`src/rtl/scsm_consts.svh`:
```
// Constants of the servo command and status-sense multiplexer.
`ifndef SCSM_CONSTS_SVH
`define SCSM_CONSTS_SVH

// ****************************************************************
// APB register offsets
// ****************************************************************
`define SCSM_OFF_CMD        8'h00
`define SCSM_OFF_STATUS     8'h04
`define SCSM_OFF_COEF_IDX   8'h08
`define SCSM_OFF_COEF_DATA  8'h0c

// ****************************************************************
// Command address codes and sub-codes
// ****************************************************************
`define SCSM_A_FOCUS   4'h0
`define SCSM_A_TRACK   4'h1
`define SCSM_A_TMODE   4'h2
`define SCSM_A_SELECT  4'h3
`define SCSM_A_AUTO    4'h4
`define SCSM_A_BLIND   4'h5
`define SCSM_A_KICK    4'h6
`define SCSM_A_JUMP    4'h7
`define SCSM_A_FUNC    4'h9
`define SCSM_A_AUDIO   4'ha
`define SCSM_A_TRAV    4'hb
`define SCSM_A_SPIN    4'hc
`define SCSM_A_CLVM    4'he
`define SCSM_SUB_COEF  4'h4
`define SCSM_SUB_LEVEL 4'h8
`define SCSM_SUB_READ  4'h9
`define SCSM_RD_TE     8'h04
`define SCSM_RD_FE     8'h08
`define SCSM_RD_VC     8'h0c
`define SCSM_RD_TRVSC  8'h1c
`define SCSM_RD_FB     8'h1d
`define SCSM_RD_RFDC   8'h1f

// ****************************************************************
// Field positions
// ****************************************************************
`define SCSM_AUTO_SEQUENCE_ENABLE_BIT  17
`define SCSM_AGT_BIT   8
`define SCSM_AGF_BIT   9
`define SCSM_DCLV_BIT  14
`define SCSM_AS_RANGE  19:16
`define SCSM_AS_HI     19:17
`define SCSM_TR_RANGE  19:16
`define SCSM_SD_RANGE  19:16
`define SCSM_KF_RANGE  15:12
`define SCSM_JC_RANGE  19:4
`define SCSM_MDS_RANGE 17:16
`define SCSM_MDP_RANGE 19:18

// ****************************************************************
// Masks of bits that are not don't-care, and preset values
// ****************************************************************
`define SCSM_MASK_LOW8 20'hfff00
`define SCSM_MASK_LOW4 20'hffff0
`define SCSM_MASK_ALL  20'hfffff
`define SCSM_PRE_ZERO  20'h00000
`define SCSM_PRE_1     20'h10000
`define SCSM_PRE_5     20'h50000
`define SCSM_PRE_6     20'h70000
`define SCSM_PRE_7     20'h01000
`define SCSM_PRE_9     20'h90000
`define SCSM_PRE_A     20'h30000
`define SCSM_PRE_B     20'h01000
`define SCSM_PRE_C     20'h60000

// ****************************************************************
// Counts
// ****************************************************************
`define SCSM_COEF_N     8'h50
`define SCSM_COEF_LAST  7'h4f
`define SCSM_SINGLE_AS  3'h2
`define SCSM_TRK8_LAST  3'h7
`define SCSM_LEN9       4'h9
`define SCSM_LEN8       4'h8

`endif

```
`src/rtl/scsm_coef_rom_fix_note_unused.sv`:
```
// Spare source file; it holds no logic.
`timescale 1ns/100ps

```
`src/rtl/scsm_pkg.sv`:
```
// Types of the servo command and status-sense multiplexer.
`include "scsm_consts.svh"
package scsm_pkg;

  typedef struct packed {
    logic [15:0][19:0] regs;
    logic [23:0]       last_cmd;
    logic [15:0]       trk_cnt;
    logic [2:0]        trk8;
    logic              comp;
    logic              toggle;
    logic              pulse_d;
    logic [8:0]        shift;
    logic [3:0]        left;
    logic              rclk_d;
    logic [79:0][7:0]  coef;
    logic              init_busy;
    logic [6:0]        init_idx;
    logic              init_wr;
    logic [6:0]        init_wr_idx;
    logic [6:0]        coef_sel;
    logic [7:0]        coef_rd;
    logic [31:0]       prdata;
    logic              pslverr;
    logic              sense;
    logic              sense_oe;
  } scsm_state_t;

  typedef struct packed {
    logic [7:0] data;
  } scsm_rom_state_t;

endpackage : scsm_pkg

```
`src/rtl/scsm_rom_if.sv`:
```
// Interface between the multiplexer and its coefficient ROM.
`timescale 1ns/100ps
interface scsm_rom_if;
  logic [6:0] addr;
  logic [7:0] data;
  modport user (output addr, input data);
  modport rom  (input addr, output data);
endinterface : scsm_rom_if

```
`src/rtl/scsm_coef_rom.sv`:
```
// Coefficient default ROM with one cycle of read latency.
`timescale 1ns/100ps
`include "scsm_consts.svh"
module scsm_coef_rom
  import scsm_pkg::*;
(
  input  wire logic mclk_in,
  input  wire logic rst_n_in,
  scsm_rom_if.rom   rom_bus
);

  // Location 00 sits in the lowest byte.
  localparam logic [79:0][7:0] TABLE = {
    128'h00005417797f7f0200006d17797f7f04,
    128'h00570d86777f44803b7f206e7f006680,
    128'h00001b4e4482667f3a81467f30184482,
    128'h5e7f44813b7ff100778077803020324e,
    128'h7f82587f1c81467f3014106a7f2381e0
  };

  scsm_rom_state_t state_reg;
  scsm_rom_state_t state_next;

  always_comb begin
    state_next = state_reg;
    state_next.data = (rom_bus.addr <= `SCSM_COEF_LAST) ?
                      TABLE[rom_bus.addr] : 8'h00;
  end

  always_ff @(posedge mclk_in or negedge rst_n_in) begin
    if (!rst_n_in) begin
      state_reg <= '0;
    end else begin
      state_reg <= state_next;
    end
  end

  assign rom_bus.data = state_reg.data;

endmodule : scsm_coef_rom

```
`src/rtl/scsm_top.sv`:
```
// Servo command register map, coefficient memory and sense multiplexer.
//
// Added by the designer: the APB interface to the registers.
`timescale 1ns/100ps
`include "scsm_consts.svh"
module scsm_top
  import scsm_pkg::*;
(
  input  wire logic        mclk_in,
  input  wire logic        rst_n_in,
  input  wire logic        psel_in,
  input  wire logic        penable_in,
  input  wire logic        pwrite_in,
  input  wire logic [7:0]  paddr_in,
  input  wire logic [31:0] pwdata_in,
  output logic [31:0]      prdata_out,
  output logic             pready_out,
  output logic             pslverr_out,
  input  wire logic        auto_seq_running_in,
  input  wire logic        focus_ok_in,
  input  wire logic        frame_sync_good_in,
  input  wire logic        track_pulse_input_in,
  input  wire logic        run_length_ge64_in,
  input  wire logic        auto_gain_done_in,
  input  wire logic        averaging_active_in,
  input  wire logic        average_busy_n_in,
  input  wire logic        sled_stop_indication_in,
  input  wire logic        focus_zero_cross_in,
  input  wire logic        anti_shock_in,
  input  wire logic        track_zero_cross_in,
  input  wire logic [8:0]  readout_value_in,
  input  wire logic        sense_read_clk_in,
  input  wire logic [6:0]  coef_rd_addr_in,
  output logic [7:0]       coef_rd_data_out,
  output logic             coef_init_busy_out,
  output logic             status_sense_pin_out,
  output logic             status_sense_pin_oe_out,
  output logic             auto_sequence_enable_out,
  output logic [3:0]       auto_seq_command_out,
  output logic [3:0]       blind_brake_timer_field_out,
  output logic [3:0]       sled_kick_timer_field_out,
  output logic [3:0]       focus_kick_timer_field_out,
  output logic [15:0]      jump_count_out,
  output logic [15:0]      traverse_count_out,
  output logic [1:0]       speed_drive_gain_out,
  output logic [1:0]       phase_drive_gain_out,
  output logic             digital_velocity_gain_out
);

  localparam logic [15:0][19:0] PRESETS = {
    `SCSM_PRE_ZERO, `SCSM_PRE_ZERO, `SCSM_PRE_ZERO, `SCSM_PRE_C,
    `SCSM_PRE_B, `SCSM_PRE_A, `SCSM_PRE_9, `SCSM_PRE_ZERO,
    `SCSM_PRE_7, `SCSM_PRE_6, `SCSM_PRE_5, `SCSM_PRE_ZERO,
    `SCSM_PRE_ZERO, `SCSM_PRE_ZERO, `SCSM_PRE_1, `SCSM_PRE_ZERO
  };
  localparam int INIT_MIN = 0;
  localparam int INIT_MAX = 82;

  scsm_state_t state_reg;
  scsm_state_t state_next;
  scsm_rom_if  rom_bus();

  scsm_coef_rom u_rom (
    .mclk_in  (mclk_in),
    .rst_n_in (rst_n_in),
    .rom_bus  (rom_bus)
  );

  // ****************************************************************
  // Decoding helpers
  // ****************************************************************
  function automatic logic [19:0] cmd_mask(input logic [3:0] code);
    case (code)
      `SCSM_A_JUMP, `SCSM_A_TRAV:             cmd_mask = `SCSM_MASK_LOW4;
      `SCSM_A_FOCUS, `SCSM_A_TRACK,
      `SCSM_A_TMODE, `SCSM_A_SELECT:          cmd_mask = `SCSM_MASK_ALL;
      default:                                cmd_mask = `SCSM_MASK_LOW8;
    endcase
  endfunction : cmd_mask

  function automatic logic is_readout(input logic [7:0] sub);
    is_readout = (sub == `SCSM_RD_TE) || (sub == `SCSM_RD_FE) ||
                 (sub == `SCSM_RD_VC) || (sub == `SCSM_RD_TRVSC) ||
                 (sub == `SCSM_RD_FB) || (sub == `SCSM_RD_RFDC);
  endfunction : is_readout

  function automatic logic drives_always(input logic [3:0] code);
    drives_always = (code == `SCSM_A_AUDIO) || (code == `SCSM_A_TRAV) ||
                    (code == `SCSM_A_SPIN) || (code == `SCSM_A_CLVM);
  endfunction : drives_always

  // ****************************************************************
  // Bus and event decode
  // ****************************************************************
  logic        apb_setup;
  logic        cmd_wr;
  logic [3:0]  code;
  logic [19:0] data;
  logic [3:0]  last_code;
  logic [3:0]  last_sub;
  logic        auto_sequence_enable;
  logic        agc_cmd;
  logic        trk_rise;
  logic        rclk_rise;
  logic        single_jump;
  logic [15:0] trav_count;
  logic        trav_hit;
  logic        coef_busy;
  logic        readout_load;

  assign apb_setup   = psel_in && !penable_in;
  assign cmd_wr      = psel_in && penable_in && pwrite_in &&
                       (paddr_in == `SCSM_OFF_CMD);
  assign code        = pwdata_in[23:20];
  assign data        = pwdata_in[19:0];
  assign last_code   = state_reg.last_cmd[23:20];
  assign last_sub    = state_reg.last_cmd[19:16];
  assign auto_sequence_enable        = state_reg.regs[`SCSM_A_FUNC][`SCSM_AUTO_SEQUENCE_ENABLE_BIT];
  assign agc_cmd     = state_reg.last_cmd[`SCSM_AGT_BIT] ||
                       state_reg.last_cmd[`SCSM_AGF_BIT];
  assign trk_rise    = track_pulse_input_in && !state_reg.pulse_d;
  assign rclk_rise   = sense_read_clk_in && !state_reg.rclk_d;
  // Only the fine-search codes 4 and 5 count in groups of eight.
  assign single_jump = auto_seq_running_in &&
    (state_reg.regs[`SCSM_A_AUTO][`SCSM_AS_HI] == `SCSM_SINGLE_AS);
  assign trav_count  = state_reg.regs[`SCSM_A_TRAV][`SCSM_JC_RANGE];
  assign trav_hit    = (trav_count != 16'h0000) &&
                       (16'(state_reg.trk_cnt + 16'h0001) == trav_count);
  assign coef_busy   = state_reg.init_busy || state_reg.init_wr;
  assign readout_load = cmd_wr && (code == `SCSM_A_SELECT) &&
                        (pwdata_in[19:16] == `SCSM_SUB_READ) &&
                        is_readout(pwdata_in[15:8]);
  assign rom_bus.addr = state_reg.init_idx;

  // ****************************************************************
  // Next state
  // ****************************************************************
  always_comb begin
    state_next = state_reg;
    state_next.pulse_d = track_pulse_input_in;
    state_next.rclk_d  = sense_read_clk_in;

    // Defaults stream from the ROM one location per cycle.
    state_next.init_wr     = state_reg.init_busy;
    state_next.init_wr_idx = state_reg.init_idx;
    if (state_reg.init_busy) begin
      if (state_reg.init_idx == `SCSM_COEF_LAST) begin
        state_next.init_busy = 1'b0;
      end else begin
        state_next.init_idx = 7'(state_reg.init_idx + 7'h01);
      end
    end
    if (state_reg.init_wr) begin
      state_next.coef[state_reg.init_wr_idx] = rom_bus.data;
    end

    if (cmd_wr) begin
      // Selection needs no latch pulse; the write itself selects.
      state_next.last_cmd = pwdata_in[23:0];
      // Fields of jump, traverse, timers and gains land here.
      state_next.regs[code] = (state_reg.regs[code] & ~cmd_mask(code)) |
                              (data & cmd_mask(code));
      if ((code == `SCSM_A_SELECT) &&
          (pwdata_in[19:16] == `SCSM_SUB_COEF) &&
          (pwdata_in[15:8] < `SCSM_COEF_N) && !coef_busy) begin
        state_next.coef[pwdata_in[14:8]] = pwdata_in[7:0];
      end
    end

    if (cmd_wr && (code == `SCSM_A_TRAV)) begin
      state_next.comp    = 1'b1;
      state_next.toggle  = 1'b1;
      state_next.trk_cnt = 16'h0000;
      state_next.trk8    = 3'h0;
    end else if (trk_rise) begin
      if (single_jump) begin
        state_next.trk8 = 3'(state_reg.trk8 + 3'h1);
        if (state_reg.trk8 == `SCSM_TRK8_LAST) begin
          state_next.toggle = !state_reg.toggle;
        end
      end else if (trav_hit) begin
        state_next.trk_cnt = 16'h0000;
        state_next.comp    = 1'b0;
        state_next.toggle  = !state_reg.toggle;
      end else begin
        state_next.trk_cnt = 16'(state_reg.trk_cnt + 16'h0001);
      end
    end

    // The shorter value is left-aligned so bit 8 always leads.
    if (readout_load) begin
      state_next.shift = (pwdata_in[15:8] == `SCSM_RD_RFDC) ?
                         {readout_value_in[7:0], 1'b0} :
                         readout_value_in;
      state_next.left  = (pwdata_in[15:8] == `SCSM_RD_RFDC) ?
                         `SCSM_LEN8 : `SCSM_LEN9;
    end else if (rclk_rise && (state_reg.left != 4'h0)) begin
      state_next.shift = {state_reg.shift[7:0], 1'b0};
      state_next.left  = 4'(state_reg.left - 4'h1);
    end

    // Sense source.
    state_next.sense_oe = 1'b1;
    case (last_code)
      `SCSM_A_FOCUS:  state_next.sense = focus_zero_cross_in;
      `SCSM_A_TRACK:  state_next.sense = anti_shock_in;
      `SCSM_A_TMODE:  state_next.sense = track_zero_cross_in;
      `SCSM_A_SELECT: begin
        if ((last_sub == `SCSM_SUB_LEVEL) && agc_cmd) begin
          state_next.sense = auto_gain_done_in;
        end else if ((last_sub == `SCSM_SUB_LEVEL) &&
                     averaging_active_in) begin
          state_next.sense = average_busy_n_in;
        end else if ((last_sub == `SCSM_SUB_READ) &&
                     is_readout(state_reg.last_cmd[15:8])) begin
          state_next.sense = (state_reg.left != 4'h0) &&
                             state_reg.shift[8];
        end else begin
          state_next.sense = sled_stop_indication_in;
        end
      end
      `SCSM_A_AUTO:   state_next.sense = !auto_seq_running_in;
      `SCSM_A_BLIND:  state_next.sense = focus_ok_in;
      `SCSM_A_AUDIO:  state_next.sense = frame_sync_good_in;
      `SCSM_A_TRAV:   state_next.sense = state_reg.comp;
      `SCSM_A_SPIN:   state_next.sense = state_reg.toggle;
      `SCSM_A_CLVM:   state_next.sense = !run_length_ge64_in;
      default:        state_next.sense = 1'b0;
    endcase
    if (!auto_sequence_enable && !drives_always(last_code)) begin
      state_next.sense    = 1'b0;
      state_next.sense_oe = 1'b0;
    end

    state_next.coef_rd = ({1'b0, coef_rd_addr_in} < `SCSM_COEF_N) ?
                         state_reg.coef[coef_rd_addr_in] : 8'h00;

    // Read data is prepared in the setup cycle for a zero-wait access.
    if (psel_in && penable_in && pwrite_in &&
        (paddr_in == `SCSM_OFF_COEF_IDX)) begin
      state_next.coef_sel = pwdata_in[6:0];
    end
    if (apb_setup) begin
      state_next.pslverr = 1'b0;
      state_next.prdata  = 32'h00000000;
      case (paddr_in)
        `SCSM_OFF_CMD:      state_next.prdata = {8'h00, state_reg.last_cmd};
        `SCSM_OFF_STATUS:   state_next.prdata = {26'h0000000, auto_sequence_enable,
          state_reg.toggle, state_reg.comp, coef_busy,
          state_reg.sense_oe, state_reg.sense};
        `SCSM_OFF_COEF_IDX: state_next.prdata = {25'h0000000,
                                                 state_reg.coef_sel};
        `SCSM_OFF_COEF_DATA: state_next.prdata = {24'h000000,
          ({1'b0, state_reg.coef_sel} < `SCSM_COEF_N) ?
          state_reg.coef[state_reg.coef_sel] : 8'h00};
        default:            state_next.pslverr = 1'b1;
      endcase
    end
  end

  always_ff @(posedge mclk_in or negedge rst_n_in) begin
    if (!rst_n_in) begin
      state_reg           <= '0;
      state_reg.regs      <= PRESETS;
      state_reg.init_busy <= 1'b1;
    end else begin
      state_reg <= state_next;
    end
  end

  // ****************************************************************
  // Outputs
  // ****************************************************************
  assign pready_out   = 1'b1;
  assign pslverr_out  = psel_in && penable_in && state_reg.pslverr;
  assign prdata_out   = state_reg.prdata;
  assign coef_rd_data_out   = state_reg.coef_rd;
  assign coef_init_busy_out = coef_busy;
  assign status_sense_pin_out    = state_reg.sense;
  assign status_sense_pin_oe_out = state_reg.sense_oe;
  assign auto_sequence_enable_out = auto_sequence_enable;
  assign auto_seq_command_out =
    state_reg.regs[`SCSM_A_AUTO][`SCSM_AS_RANGE];
  assign blind_brake_timer_field_out =
    state_reg.regs[`SCSM_A_BLIND][`SCSM_TR_RANGE];
  assign sled_kick_timer_field_out =
    state_reg.regs[`SCSM_A_KICK][`SCSM_SD_RANGE];
  assign focus_kick_timer_field_out =
    state_reg.regs[`SCSM_A_KICK][`SCSM_KF_RANGE];
  assign jump_count_out =
    state_reg.regs[`SCSM_A_JUMP][`SCSM_JC_RANGE];
  assign traverse_count_out = trav_count;
  assign speed_drive_gain_out =
    state_reg.regs[`SCSM_A_SPIN][`SCSM_MDS_RANGE];
  assign phase_drive_gain_out =
    state_reg.regs[`SCSM_A_SPIN][`SCSM_MDP_RANGE];
  assign digital_velocity_gain_out =
    state_reg.regs[`SCSM_A_SPIN][`SCSM_DCLV_BIT];

  // ****************************************************************
  // Assertions
  // ****************************************************************
  AST_SELECT_FOLLOWS_WRITE : assert property (
    @(posedge mclk_in) disable iff (!rst_n_in)
    cmd_wr |=> (last_code == $past(pwdata_in[23:20])))
    else $error("sense selection did not follow the write");

  AST_FLOAT_WITHOUT_AUTO_SEQUENCE_ENABLE : assert property (
    @(posedge mclk_in) disable iff (!rst_n_in)
    (!auto_sequence_enable && !drives_always(last_code)) |=> !status_sense_pin_oe_out)
    else $error("sense driven while it should float");

  AST_BUSY_SHOWN : assert property (
    @(posedge mclk_in) disable iff (!rst_n_in)
    (auto_sequence_enable && last_code == `SCSM_A_AUTO) |=>
    (status_sense_pin_out == !$past(auto_seq_running_in)))
    else $error("busy indication wrong");

  AST_FOCUS_SHOWN : assert property (
    @(posedge mclk_in) disable iff (!rst_n_in)
    (auto_sequence_enable && last_code == `SCSM_A_BLIND) |=>
    (status_sense_pin_out == $past(focus_ok_in)))
    else $error("focus ok not copied");

  AST_FRAME_SYNC_SHOWN : assert property (
    @(posedge mclk_in) disable iff (!rst_n_in)
    (last_code == `SCSM_A_AUDIO) |=> (status_sense_pin_oe_out &&
    status_sense_pin_out == $past(frame_sync_good_in)))
    else $error("frame sync flag not shown");

  AST_COMPARE_SET : assert property (
    @(posedge mclk_in) disable iff (!rst_n_in)
    (cmd_wr && code == `SCSM_A_TRAV) |=>
    (state_reg.comp && state_reg.toggle && state_reg.trk_cnt == 16'h0000))
    else $error("traverse load did not set the flags");

  AST_TOGGLE_ON_COUNT : assert property (
    @(posedge mclk_in) disable iff (!rst_n_in)
    (trk_rise && !single_jump && trav_hit && !cmd_wr) |=>
    (state_reg.toggle != $past(state_reg.toggle)) && !state_reg.comp)
    else $error("count reached without toggle");

  AST_EIGHT_COUNT_HOLD : assert property (
    @(posedge mclk_in) disable iff (!rst_n_in)
    (trk_rise && single_jump && !cmd_wr &&
     state_reg.trk8 != `SCSM_TRK8_LAST) |=> $stable(state_reg.toggle))
    else $error("toggle moved inside an eight-count");

  AST_OVERLENGTH_SHOWN : assert property (
    @(posedge mclk_in) disable iff (!rst_n_in)
    (last_code == `SCSM_A_CLVM) |=>
    (status_sense_pin_out == !$past(run_length_ge64_in)))
    else $error("overlength flag wrong");

  AST_GAIN_DONE_SHOWN : assert property (
    @(posedge mclk_in) disable iff (!rst_n_in)
    (auto_sequence_enable && last_code == `SCSM_A_SELECT &&
     last_sub == `SCSM_SUB_LEVEL && agc_cmd) |=>
    (status_sense_pin_out == $past(auto_gain_done_in)))
    else $error("auto gain done not shown");

  AST_INIT_ENDS : assert property (
    @(posedge mclk_in) disable iff (!rst_n_in)
    state_reg.init_busy |-> ##[INIT_MIN:INIT_MAX] !state_reg.init_busy)
    else $error("coefficient init did not end");

  AST_DONT_CARE_KEPT : assert property (
    @(posedge mclk_in) disable iff (!rst_n_in)
    (cmd_wr && code == `SCSM_A_AUTO) |=>
    (state_reg.regs[`SCSM_A_AUTO][7:0] ==
     $past(state_reg.regs[`SCSM_A_AUTO][7:0])))
    else $error("don't-care bits were stored");

  AST_READOUT_STEP : assert property (
    @(posedge mclk_in) disable iff (!rst_n_in)
    (rclk_rise && state_reg.left != 4'h0 && !readout_load) |=>
    (state_reg.left == 4'($past(state_reg.left) - 4'h1)))
    else $error("readout did not advance one bit");

endmodule : scsm_top

```
`config.mk`:
```
export PLATFORM = sky130hd
export DESIGN_NAME = scsm_top
export DESIGN_NICKNAME = d
export VERILOG_FILES = /design/src/rtl/scsm_coef_rom_fix_note_unused.sv /design/src/rtl/scsm_pkg.sv /design/src/rtl/scsm_rom_if.sv /design/src/rtl/scsm_coef_rom.sv /design/src/rtl/scsm_top.sv
export VERILOG_INCLUDE_DIRS = /design/src /design/src/rtl
export SDC_FILE = /design/constraint.sdc
export NUM_CORES = 2
export LEC_CHECK = 0
export BUFFER_PORTS_ARGS = -buffer_cell sky130_fd_sc_hd__buf_4
export CAP_MARGIN = 10
export CORE_MARGIN = 2
export CORE_UTILIZATION = 30
export CTS_BUF_LIST = sky130_fd_sc_hd__clkbuf_2 sky130_fd_sc_hd__clkbuf_4 sky130_fd_sc_hd__clkbuf_8
export CTS_CLUSTER_DIAMETER = 40
export DETAILED_ROUTE_END_ITERATION = 16
export GPL_TIMING_DRIVEN = 0
export PLACE_DENSITY_LB_ADDON = 0.25
export SYNTH_ARGS = -nofsm -noshare
export SYNTH_HDL_FRONTEND = slang
export SYNTH_SLANG_ARGS = --single-unit
```
`constraint.sdc`:
```
create_clock -name mclk_in -period 5.15 [get_ports mclk_in]
set_input_delay 0.7725 -clock mclk_in [delete_from_list [all_inputs] [get_ports mclk_in]]
set_output_delay 0.7725 -clock mclk_in [all_outputs]
set_load 0.1 [all_outputs]
```
==> flow_metrics.tcl <==
set metrics [dict create \
    status "finished, violations left" \
    violations "capacitance limit, slew limit" \
    wl_per_cell_um 34.49 \
    synth.top_cells.by_count "850 x dfrtp_1, 737 x mux2i_1, 576 x nand2_1" \
    crit_family "buffers and inverters" \
    fin_hold_ws_ps 117.7 \
    ir_worst_vdd_mv 0.2618 \
    n_fill_cell 17540 \
    critPathSlowestCell "clkbuf_1" \
    setup_viol 0 \
    synthesis.area_um2 52150 \
    grt_overflow 0 \
    yosysSeqAreaShare_pct 41.29 \
    synth_warnings 0 \
    min-delay-start "readout_value_in[4]" \
    async_flop_share_pct 100.0 \
    num_io_pins 173 \
    synth.distinct_cells 84 \
    ys_top_cells_by_area "dfrtp_1 41%, mux4_2 15%, mux2i_1 14%, a21oi_1 4.4%, nand2_1 4.1%" \
    p_leak_nw 24.69 \
    portBuffers 136 \
    ctsHtreeMaxLevel 4 \
    synth.top_cell.area_share_pct 40.79 \
    cp_slowest_stage_delay_ps 1020 \
    hold_violations 0 \
    rrSetupSlack_ps 440 \
    hp-class "in2reg" \
    ant_nets 0 \
    cap_violations 3 \
    cp_max_fo 10 \
    fmax_mhz 212.1 \
    antenna_found_initial 21 \
    clkLatencyLatePin_ps 1010 \
    final_util_pct 35.41 \
    post-route-min-period_ps 4715 \
    drt_iter0_drc 6691 \
    tightest_slew_ps 1606 \
    crit_buf_inv 3 \
    cts_root_buffer "clkbuf_8" \
    yosys.area.top_type "dfrtp_1" \
    die_w_um 420.9 \
    cts_num_sinks 860 \
    area_growth_pct 17.65 \
    required_ps 5950 \
    finalWirelength_mm 270.5 \
    p_per_area_nw_per_um2 272.3 \
    vias_per_cell 5.952 \
    rr_worst_depth 8 \
    numCtsBuffers 183 \
    fin_skew_ps 56.86 \
    grt_usage_pct 29.80 \
    synth-edff-count 0 \
    syn_avg_cell_area_um2 10.49 \
    r2r_end "prdata_out[4]$_DFFE_PN0P_" \
    crit_arrival_ps 5510 \
    cts_resized 0 \
    tns_ps 0 \
    finalCritPeriodShare_pct 91.55 \
    largest_reg_flops 748 \
    rows 153 \
    cp-end-kind "flop" \
    drive_gt1_share_pct 22.11 \
    cts_tree "built" \
    vias 46670 \
    rsz0062_at_grt "false" \
    path_clk_slew_ps 60 \
    critPathKind "reg2reg" \
    grt_max_degree 114 \
    die_h_um 420.9 \
    crit_chain "buf_2 > clkbuf_1 > clkbuf_1 > a221oi_1 > a22oi_1 > o21ai_0 > o21ai_0 > o211ai_1" \
    critPathLaunchType "flop" \
    relSlewSlack_pct -7.091 \
    holdPathStages 3 \
    synth-seq-cells 860 \
    ys.flop_type "dfrtp_1" \
    grt_pass1_vias 44390 \
    drcViolationCount 0 \
    dp_hpwl_mm 197.3 \
    initial_utilization_pct 30.10 \
    yosys.cell_count.top_type "dfrtp_1" \
    grt_pass1_wl_mm 369.7 \
    firstDrtPassIters 6 \
    core_region_area_um2 173200 \
    nNetsFinal 5439 \
    synth_cells 4973 \
    max-clock-path-buffers 3 \
    place_congestion 1.028 \
    maxSlewViolCount 22 \
    r2r-start "state_reg[46]$_DFFE_PN0P_" \
    hold_end "state_reg[716]$_DFFE_PN0P_" \
    die_area_um2 177200 \
]
-- worst min-delay path, stage by stage --
cell and delay (ps):
buf_4 80, mux2i_1 60, a21oi_1 130
-- metrics by stage --
| stage | worst slack, ps | std cells | power, mW | cell area [um2] |
|---|---|---|---|---|
| 3_3_place_gp | -7802 | 7441 | 8.082 | 56100 |
| 2_1_floorplan | 2309 | 4980 | 7.478 | 52170 |
| 3_5_place_dp | -47.09 | 7481 | 8.128 | 56910 |
| 4_1_cts | 884.5 | 7828 | 16.74 | 61240 |
| 6_report | 435.3 | 7842 | 16.70 | 61350 |
| 5_1_grt | 554.8 | 7835 | 17.12 | 61330 |
-- report_power, final --
group | total [mW] | switching (mW) | internal [mW]
clock | 8.66 | 3.64 | 5.01
sequential | 6.83 | 0.0299 | 6.80
combinational | 1.22 | 0.927 | 0.291
-- how the worst max path moves through the flow --
stage	start	endpoint	depth (start not counted)
after detailed placement	pwdata_in[15]	state_reg[153]$_DFF_PN0_	8
after CTS	state_reg[46]$_DFFE_PN0P_	prdata_out[5]$_DFFE_PN0P_	8
after global routing	state_reg[46]$_DFFE_PN0P_	prdata_out[2]$_DFFE_PN0P_	8
after floorplan	coef_rd_addr_in[0]	coef_rd_data_out[5]$_DFF_PN0_	7
after global placement	rst_n_in	state_reg[349]$_DFF_PN0_	1
final	state_reg[46]$_DFFE_PN0P_	prdata_out[4]$_DFFE_PN0P_	8
-- cell usage in the layout, fill, tap and decap left out, types with 234 or more instances in the layout --
| cell | netlist | final |
|---|---|---|
| nor2_1 | 524 | 524 |
| clkbuf_8 | 0 | 234 |
| dfrtp_1 | 850 | 850 |
| a21oi_1 | 461 | 461 |
| nand2_1 | 576 | 576 |
| o21ai_0 | 298 | 298 |
| mux4_2 | 356 | 356 |
| clkbuf_1 | 324 | 301 |
| mux2i_1 | 737 | 737 |
| buf_4 | 104 | 243 |
-- cell families after synthesis --
logic type      Yosys count  synth area share [%]
simple gates           1374                 11.50
flops                   860                 41.29
compound gates          950                 10.14
buf+inv                 589                 5.367
mux                    1155                 30.86
fa+ha+maj                14                0.3359
xor+xnor                 29                0.4871
other cells               2               0.01440
-- routing by layer --
metal | vias to the layer above | GRT usage (%) | wire length, um
met3 | 847 | 10.12 | 31940
met4 | 14 | 19.10 | 19890
met1 | 23820 | 37.83 | 102900
li1 | 18760 | - | -
met5 | - | 0 | 86
met2 | 3224 | 43.20 | 115600
-- what timing repair did --
item | CTS | global route
hold endpoints to repair | 39 | 0
buffers inserted | 0 | 0
hold buffers | 5 | 0
setup endpoints to repair | 0 | 0
-- cell type report --
cell class	instances	area, um2	area share (%)
clock inverter	69	757.0	1.234
sequential	860	21530	35.10
clock buffer	273	3513	5.727
tap	2325	2909	4.742
antenna	9	22.52	0.03671
inverter	22	82.58	0.1346
buffer	567	2745	4.474
multi-input combinational	3531	27860	45.41
timing repair buffer	186	1928	3.143
No activity file was read; power rests on OpenSTA's default activity.
